$ cat src/include/host_port_pkg.sv
/*
 * Constants shared by both ends of the parallel host port.
 * Assumes a single 100 MHz system clock on both ends.
 */
package host_port_pkg;
	localparam int DATA_W = 16;
	localparam int ADDR_W = 4;
	localparam int NUM_REGS = 16;
	localparam int RESET_MIN_CYCLES = 8;
	localparam int RST_CNT_W = 4;
	localparam logic [3:0] RST_CNT_LIMIT = 4'h8;
	localparam logic [3:0] GP_STATUS_ADDR = 4'h5;
	localparam logic [15:0] REG_RESET_VAL = 16'h0000;
	localparam int STROBE_CYCLES = 2;
	localparam logic [3:0] HOST_RST_CYCLES = 4'ha;
	typedef logic [DATA_W-1:0] word_t;
	typedef logic [ADDR_W-1:0] addr_t;
endpackage : host_port_pkg

$ cat src/include/host_port_if.sv
/*
 * Pin bundle between the host and the device.
 * Assumes the bench resolves the shared data wires from the enables.
 */
`timescale 1ns/1ns
interface host_port_if;
	import host_port_pkg::*;
	logic chip_select_low;
	logic write_strobe_low;
	logic read_strobe_low;
	logic reset_in_low;
	logic bus_width_select;
	addr_t register_address;
	word_t host_data_dev_out;
	logic host_data_dev_oe_b;
	word_t host_data_host_out;
	logic host_data_host_oe_b;
	word_t host_data_lines;
	logic interrupt_request_out;
	logic interrupt_oe_b;
	modport device (
		input chip_select_low, write_strobe_low, read_strobe_low,
		input reset_in_low, bus_width_select, register_address,
		input host_data_lines,
		output host_data_dev_out, host_data_dev_oe_b,
		output interrupt_request_out, interrupt_oe_b
	);
	modport host (
		output chip_select_low, write_strobe_low, read_strobe_low,
		output reset_in_low, bus_width_select, register_address,
		output host_data_host_out, host_data_host_oe_b,
		input host_data_lines, interrupt_oe_b
	);
endinterface : host_port_if

$ cat src/hdl/host_port_device.sv
/*
 * Device end of the parallel host port: register file, read drive,
 * clocked reset filter and open-drain interrupt.
 * Assumes host pins are synchronous to i_clk_sys.
 */
`timescale 1ns/1ns
module host_port_device
	import host_port_pkg::*;
(
	input wire logic i_clk_sys, // System clock.
	input wire logic i_rst_b, // Power-on reset, active low.
	host_port_if.device bus, // Pins toward the host.
	input wire logic [NUM_REGS-1:0] i_irq_src, // Interrupt source pulses.
	input wire logic [NUM_REGS-1:0] i_irq_en, // Interrupt enables.
	input wire logic i_irq_clr, // Clears pending interrupts.
	output logic o_soft_reset, // Filtered pin reset level.
	output word_t o_reg_file [NUM_REGS] // Write register contents.
);
	localparam int BYTE_W = DATA_W / 2;
	typedef enum logic [1:0] {SRC_WORD, SRC_LOW, SRC_GP} rd_src_t;
	logic wr_q;
	logic wr_sel;
	logic wr_rise;
	logic rd_sel;
	logic rst_hit;
	logic irq_any;
	logic [RST_CNT_W-1:0] rst_cnt_q;
	logic [NUM_REGS-1:0] irq_set;
	logic [NUM_REGS-1:0] wr_en;
	logic irq_pend_q [NUM_REGS];
	word_t regs_q [NUM_REGS];
	word_t wr_word;
	word_t rd_word;
	word_t rd_q;
	word_t gp_word;
	addr_t eff_addr;
	rd_src_t rd_src;

	/****************************************************************
	 * Pin reset filter.
	 ****************************************************************/
	always_ff @(posedge i_clk_sys or negedge i_rst_b)
	begin
		if (!i_rst_b)
			rst_cnt_q <= '0;
		else if (bus.reset_in_low)
			rst_cnt_q <= '0;
		else if (rst_cnt_q != RST_CNT_LIMIT)
			rst_cnt_q <= rst_cnt_q + RST_CNT_W'(1);
	end

	// Clocked reset only
	// The pin is only sampled on clock edges, so with the clock stopped a
	// low pin changes nothing.
	assign rst_hit = (rst_cnt_q == RST_CNT_LIMIT);
	assign o_soft_reset = rst_hit;

	/****************************************************************
	 * Strobe decode.
	 ****************************************************************/
	// Address decode
	// In wide mode the top address bit is ignored whatever the host drives.
	assign eff_addr = bus.bus_width_select ?
		{1'b0, bus.register_address[ADDR_W-2:0]} : bus.register_address;

	assign wr_sel = !bus.write_strobe_low && !bus.chip_select_low;
	assign rd_sel = !bus.read_strobe_low && !bus.chip_select_low;

	// Remembers a selected low write strobe from the previous edge.
	always_ff @(posedge i_clk_sys or negedge i_rst_b)
	begin
		if (!i_rst_b)
			wr_q <= 1'b0;
		else
			wr_q <= wr_sel;
	end

	// Capture on strobe rise
	// Select must still be low at the rise, so an aborted cycle writes nothing.
	assign wr_rise = wr_q && bus.write_strobe_low && !bus.chip_select_low;

	/****************************************************************
	 * Write path.
	 ****************************************************************/
	// Width selects lanes
	// The upper byte is written as zero in narrow mode.
	always_comb
	begin
		wr_word = bus.host_data_lines;
		if (!bus.bus_width_select)
			wr_word = word_t'(bus.host_data_lines[BYTE_W-1:0]);
	end

	// One write enable for each register.
	always_comb
	begin
		wr_en = '0;
		if (wr_rise)
			wr_en[eff_addr] = 1'b1;
	end

	// A pin reset clears the whole file on every cycle that it persists.
	for (genvar g = 0; g < NUM_REGS; g++)
	begin : g_reg
		always_ff @(posedge i_clk_sys or negedge i_rst_b)
		begin
			if (!i_rst_b)
				regs_q[g] <= REG_RESET_VAL;
			else if (rst_hit)
				regs_q[g] <= REG_RESET_VAL;
			else if (wr_en[g])
				regs_q[g] <= wr_word;
		end
	end
	assign o_reg_file = regs_q;

	/****************************************************************
	 * Read path.
	 ****************************************************************/
	// General inputs status
	// In narrow mode the upper lines are sampled as one byte, and a read of GP_STATUS_ADDR returns them in the low byte.
	assign gp_word = word_t'(bus.host_data_lines[DATA_W-1:BYTE_W]);

	always_comb
	begin
		rd_src = SRC_WORD;
		if (!bus.bus_width_select && eff_addr == GP_STATUS_ADDR)
			rd_src = SRC_GP;
		else if (!bus.bus_width_select)
			rd_src = SRC_LOW;
	end

	always_comb
	begin
		unique case (rd_src)
			SRC_WORD: rd_word = regs_q[eff_addr];
			SRC_LOW: rd_word = word_t'(regs_q[eff_addr][BYTE_W-1:0]);
			SRC_GP: rd_word = gp_word;
			default: rd_word = REG_RESET_VAL;
		endcase
	end

	// Read data leaves from a flop. The address is stable a cycle before
	// the host samples the lines, so the flop costs no extra wait.
	always_ff @(posedge i_clk_sys or negedge i_rst_b)
	begin
		if (!i_rst_b)
			rd_q <= REG_RESET_VAL;
		else
			rd_q <= rd_word;
	end
	assign bus.host_data_dev_out = rd_q;

	assign bus.host_data_dev_oe_b = !rd_sel;

	/****************************************************************
	 * Interrupt.
	 ****************************************************************/
	assign irq_set = i_irq_src & i_irq_en;

	// Pending, set wins over clear
	// Each source keeps its flag until a pin reset, or a clear that arrives with no new event.
	for (genvar g = 0; g < NUM_REGS; g++)
	begin : g_irq
		always_ff @(posedge i_clk_sys or negedge i_rst_b)
		begin
			if (!i_rst_b)
				irq_pend_q[g] <= 1'b0;
			else if (rst_hit)
				irq_pend_q[g] <= 1'b0;
			else if (irq_set[g])
				irq_pend_q[g] <= 1'b1;
			else if (i_irq_clr)
				irq_pend_q[g] <= 1'b0;
		end
	end

	always_comb
	begin
		irq_any = 1'b0;
		for (int i = 0; i < NUM_REGS; i++)
			irq_any = irq_any || irq_pend_q[i];
	end

	// The line is open drain: it only ever pulls low or floats.
	assign bus.interrupt_request_out = 1'b0;
	assign bus.interrupt_oe_b = !irq_any;
endmodule : host_port_device

$ cat src/flat_wrapper.sv
// flat-port wrapper written by rule: the top's interface ports become plain ports
module host_port_device_flat import host_port_pkg::*;
  (i_clk_sys, i_rst_b, i_irq_src, i_irq_en, i_irq_clr, o_soft_reset, o_reg_file, bus_chip_select_low, bus_write_strobe_low, bus_read_strobe_low, bus_reset_in_low, bus_bus_width_select, bus_register_address, bus_host_data_lines, bus_host_data_dev_out, bus_host_data_dev_oe_b, bus_interrupt_request_out, bus_interrupt_oe_b);
  host_port_if bus_i ();
  input wire logic i_clk_sys;
  input wire logic i_rst_b;
  input wire logic [NUM_REGS-1:0] i_irq_src;
  input wire logic [NUM_REGS-1:0] i_irq_en;
  input wire logic i_irq_clr;
  output logic o_soft_reset;
  output word_t o_reg_file[NUM_REGS];
  input wire logic [$bits(bus_i.chip_select_low)-1:0] bus_chip_select_low;
  input wire logic [$bits(bus_i.write_strobe_low)-1:0] bus_write_strobe_low;
  input wire logic [$bits(bus_i.read_strobe_low)-1:0] bus_read_strobe_low;
  input wire logic [$bits(bus_i.reset_in_low)-1:0] bus_reset_in_low;
  input wire logic [$bits(bus_i.bus_width_select)-1:0] bus_bus_width_select;
  input wire logic [$bits(bus_i.register_address)-1:0] bus_register_address;
  input wire logic [$bits(bus_i.host_data_lines)-1:0] bus_host_data_lines;
  output wire logic [$bits(bus_i.host_data_dev_out)-1:0] bus_host_data_dev_out;
  output wire logic [$bits(bus_i.host_data_dev_oe_b)-1:0] bus_host_data_dev_oe_b;
  output wire logic [$bits(bus_i.interrupt_request_out)-1:0] bus_interrupt_request_out;
  output wire logic [$bits(bus_i.interrupt_oe_b)-1:0] bus_interrupt_oe_b;
  assign bus_i.chip_select_low = bus_chip_select_low;
  assign bus_i.write_strobe_low = bus_write_strobe_low;
  assign bus_i.read_strobe_low = bus_read_strobe_low;
  assign bus_i.reset_in_low = bus_reset_in_low;
  assign bus_i.bus_width_select = bus_bus_width_select;
  assign bus_i.register_address = bus_register_address;
  assign bus_i.host_data_lines = bus_host_data_lines;
  assign bus_host_data_dev_out = bus_i.host_data_dev_out;
  assign bus_host_data_dev_oe_b = bus_i.host_data_dev_oe_b;
  assign bus_interrupt_request_out = bus_i.interrupt_request_out;
  assign bus_interrupt_oe_b = bus_i.interrupt_oe_b;
  host_port_device u_core (.i_clk_sys(i_clk_sys), .i_rst_b(i_rst_b), .bus(bus_i), .i_irq_src(i_irq_src), .i_irq_en(i_irq_en), .i_irq_clr(i_irq_clr), .o_soft_reset(o_soft_reset), .o_reg_file(o_reg_file));
endmodule
$ cat config.mk
export PLATFORM = sky130hd
export DESIGN_NAME = host_port_device_flat
export DESIGN_NICKNAME = d
export VERILOG_FILES = /design/src/include/host_port_pkg.sv /design/src/include/host_port_if.sv /design/src/hdl/host_port_device.sv /design/src/flat_wrapper.sv
export SDC_FILE = /design/constraint.sdc
export NUM_CORES = 1
export LEC_CHECK = 0
export BUFFER_PORTS_ARGS = -buffer_cell sky130_fd_sc_hd__buf_2
export CAP_MARGIN = 20
export CORE_ASPECT_RATIO = 0.8
export CORE_MARGIN = 1.5
export CORE_UTILIZATION = 35
export CTS_BUF_LIST = sky130_fd_sc_hd__clkbuf_4
export CTS_CLUSTER_SIZE = 14
export DETAILED_ROUTE_END_ITERATION = 7
export SLEW_MARGIN = 0
export SYNTH_ARGS = -nofsm -noshare
export SYNTH_HDL_FRONTEND = slang
export SYNTH_SLANG_ARGS = --single-unit
$ cat constraint.sdc
create_clock -name i_clk_sys -period 4.61 [get_ports i_clk_sys]
set_input_delay 1.1525 -clock i_clk_sys [delete_from_list [all_inputs] [get_ports i_clk_sys]]
set_output_delay 1.1525 -clock i_clk_sys [all_outputs]
set_load 0.02 [all_outputs]
## Yosys cells after proc, flatten, opt, wreduce, memory -nomap -nowiden

Index checks and enable logic that the tools add are counted.

- Add/sub/neg operators: 1
- $lt $le $gt $ge: 3
- Equal/unequal tests: 5
- Multiplexer cells: 78
- Bitwise operators: 2
- Reductions and logical operators: 61

Operator list:

| operator | count |
|---|---|
| 16-bit 2-to-1 mux | 36 |
| 16-bit binary-select mux with 4-bit select | 1 |
| 16-bit case mux with 3 select lines | 1 |
| 3-bit nonzero test | 16 |
| 1-bit 2-to-1 mux | 35 |
| 2-bit nonzero test | 17 |
| 16-bit bitwise AND | 1 |
| 1-bit logical OR | 15 |
| 4-bit 2-to-1 mux | 3 |
| 1-bit logical AND | 6 |
| 1-bit zero test | 6 |
| 5-bit >= comparator, second input constant | 1 |
| 4-bit by 5-bit less-than comparator with 1-bit output, second input constant | 1 |
| 4-bit inverter with 5-bit output | 1 |
| 4-bit by 1-bit adder with 4-bit output, second input constant | 1 |
| 1-bit demux with 4-bit select | 1 |
| 4-bit by 3-bit == test with 1-bit output, second input constant | 1 |
| 4-bit == test, second input constant | 1 |
| 4-bit by 1-bit >= comparator with 1-bit output, second input constant | 1 |
| 4-bit != test, second input constant | 1 |
| 2-bit by 1-bit == test with 1-bit output, second input constant | 1 |
| 2-bit == test, second input constant | 1 |
| 2-bit zero test | 1 |
| 2-bit 2-to-1 mux | 1 |

- Register bits after elaboration: 293
- Input bits: 60
- Output and inout bits: 276
- Logic and storage cells: 185

## Logic depth before layout (Yosys ltp)

- Depth after elaboration: 16
- Mapped depth: 8
- Gate-level depth less buffers: 7

## Worst setup path after synthesis

OpenSTA, ideal clock, no wires.

- Kind: flip-flop to output port
- Start: reg u_core.rst_cnt_q[0]
- End: out o_soft_reset
- Arrival: 1.563 ns
- Required time: 3.458 ns
- Slack: 1.895 ns
- Stages on the path, launching flop included: 8
- Path buffers: 2
- Cells stage by stage: dfrtp_1 -> inv_1 -> ha_1 -> nand2_1 -> or2_2 -> clkinv_1 -> buf_2 -> buf_1

- Cells in the longest elaborated chain, start to end: 1

RTL lines:

| item | RTL line | RTL |
|---|---|---|
| start, declared | host_port_device.sv:27 | `logic [RST_CNT_W-1:0] rst_cnt_q;` |
| start signal, assigned | host_port_device.sv:49 | `rst_cnt_q <= rst_cnt_q + RST_CNT_W'(1);` |
| 4-bit == test | host_port_device.sv:55 | `assign rst_hit = (rst_cnt_q == RST_CNT_LIMIT);` |
| end, declared | flat_wrapper.sv:10 | `output logic o_soft_reset;` |

No other way between the ends.

## Worst setup path after layout

Same ends and word-level chain as after synthesis.

==> impl_metrics.yaml <==
cts:
  cts_tree: "done"
  cts_sinks: 293
  root_buffer: "clkbuf_4"
  cts_buffers: 83
  cts-resized-gates: 0
  clkSlewWorstSetupHoldPaths_ns: 0.07
  post-cts-setup-buffer-count: 0
  cts_hold_buffers: 0
  clock_latency_ns: 0.76
  clock_path_buffers: 3
  htree_levels: 3
global_routing:
  globalRouteOverflowTotal: 0
  antenna_found_initial: 2
  grt_pass1_vias: 10500
  grt_use_total: 0.233
  grt_max_degree: 197
  grt_pass1_wl_microns: 67700
critical_path:
  crit_required_ns: 3.46
  cp_max_fo: 66
  crit_arrival_ns: 2.65
  worstSetupPathType: "register to primary output"
  endpoint_kind: "primary output"
  rr_worst_depth: 7
  start_kind: "register"
route:
  wirelength_microns: 45700
  drc: 0
  firstDrtPassIters: 5
  ant_nets: 0
  drt-initial-drc-count: 902
  vias: 11000
  detail_route.vias_per_cell: 5.20
  post_drt_wl_per_cell_microns: 21.5
sta:
  setup-tns-final_ns: 0
  clock_skew_ns: 0.0532
  period_needed_ns: 3.80
  fmax_ghz: 0.263
  final-setup-viol-count: 0
  max-slew-margin-rel: 0.290
  holdWs_ns: 0.392
  period_share: 0.824
  finalMaxSlewViolations: 0
  rsz0062_at_grt: "false"
  worst_slew_pin_slew_ns: 1.05
  final_hold_viol_count: 0
logic_synthesis:
  synth_edf_count: 0
  yosysTopAreaCellShare: 0.555
  synth_seq_cells: 293
  yosys_most_used_dff: "dfrtp_1"
  synthTopCellsByArea: "dfrtp_1 56%, mux2i_1 7.4%, mux4_2 5.5%"
  synth_cell_types: 53
  syn_inst: 1247
  synth-async-reset-ratio: 1.00
  netlist_area_sq_mm: 0.0132
  synth.avg_cell_area_sq_um: 10.6
  syn-num-nets: 1309
  synth_top_cell_by_area: "dfrtp_1"
  synth_seq_area_share: 0.555
  yosysWarnings: 0
min_path:
  hp-class: "input port to asynchronous set/reset pin"
run_status:
  outcome: "completed"
die:
  start_util: 0.356
  die-area_sq_mm: 0.0389
  die_h_microns: 177
  fp-row-count: 63
  die_w_microns: 220
  io_pins: 336
  core_sq_mm: 0.0371
job:
  cap_violations: 0
cells_and_area:
  final_nets: 1630
  nFillCells: 3660
  final_cell_mix: "333 x buf_2, 293 x dfrtp_1, 179 x nand2_1, 172 x nor2_1, 126 x clkbuf_4"
  final_common_cell: "buf_2"
  fin_util: 0.433
  drive_above_1_share: 0.331
  area_delta_synth_final_pct: 21.7
pwr:
  irDropWorstVdd_mv: 0.167
  power_mw: 6.22
  p_leak_nw: 8.80
  p_per_area_mw_per_mm2: 387
place:
  gp_congestion: 0.850
  io_buffers: 334
  place_hpwl_microns: 31100
## through the flow
stage	setup slack [ns]	cells	cell area [sq um]
5_1_grt	0.542	2121	16100
4_1_cts	0.706	2119	16100
6_report	0.811	2121	16100
2_1_floorplan	1.89	1247	13200
3_3_place_gp	0.992	1970	15000
3_5_place_dp	0.945	1970	15000
## kinds of logic (layout without fill, tap and decap cells)
group,after synthesis,after routing,synth area share
mux,132,132,0.131
fa+ha+maj,2,2,0.00189
flops,293,293,0.555
simple gates,541,541,0.191
xor+xnor,3,3,0.00199
buf+inv,118,503,0.0518
other cells,1,3,0.000284
compound gates,157,157,0.0673
## metal layers
metal  vias to the layer above  part of all wire  global-route usage
met5                         -                 0                   0
met4                         0             0.019              0.0717
met3                        57             0.087              0.0787
met2                       457              0.45               0.330
met1                      5538              0.44               0.334
li1                       4968                 -                   -
## where the power goes
group	internal, mW	switching [mW]	leakage, nW
logic	0.289	0.578	4.16
registers	2.73	0.148	4.00
clock network	1.30	1.17	0.640
total	4.33	1.89	8.80
## synthesized netlist by cell type (5+ instances only)
master and count:
buf_4 15, a21oi_1 115, a22oi_1 16, clkbuf_1 44, nand2_4 5, nor2_1 172
mux2i_1 98, a32oi_1 10, nand2b_1 8, a31oi_1 7, nand4_1 5, and3_1 68
and2_1 10, mux4_2 32, buf_2 33, dfrtp_1 293, buf_6 14, nand3_1 65
nand2_1 179
## worst paths after layout
check,start,endpoint,slack [ns]
max,u_core.rst_cnt_q[0],o_soft_reset,0.81
min,i_rst_b,u_core.o_reg_file[187],0.39
max reg2reg,u_core.rst_cnt_q[0],u_core.o_reg_file[204],1.84
min reg2reg,u_core.o_reg_file[46],u_core.o_reg_file[46],0.50
max in group asynchronous,i_rst_b,u_core.o_reg_file[104],3.08
min in group i_clk_sys,u_core.o_reg_file[46],u_core.o_reg_file[46],0.50
## sequential cells by signal (all words and copies together) (netlist names)
signal / flops
u_core.rst_cnt_q: 4
u_core.o_reg_file: 256
u_core.bus.host_data_dev_out: 16
u_core.irq_pend_q: 16
u_core.wr_q: 1
## critical path, stage by stage, from the launching register on
cell     delay (ns)
dfrtp_1        0.37
inv_1          0.07
ha_1           0.20
nand2_1        0.06
or2_2          0.76
inv_6          0.19
buf_2          0.23
## layout make-up
class / count / area [sq um] / area share
clock buffers: 126 / 946 / 0.0589
well taps: 487 / 609 / 0.0379
repair buffers: 349 / 1830 / 0.114
flip-flops and latches: 293 / 7330 / 0.456
diodes: 2 / 5.00 / 0.000311
multi-input cells: 836 / 5190 / 0.323
clock inverters: 23 / 128 / 0.00794
inverters: 5 / 23.8 / 0.00148
(Power assumes the default switching activity.)
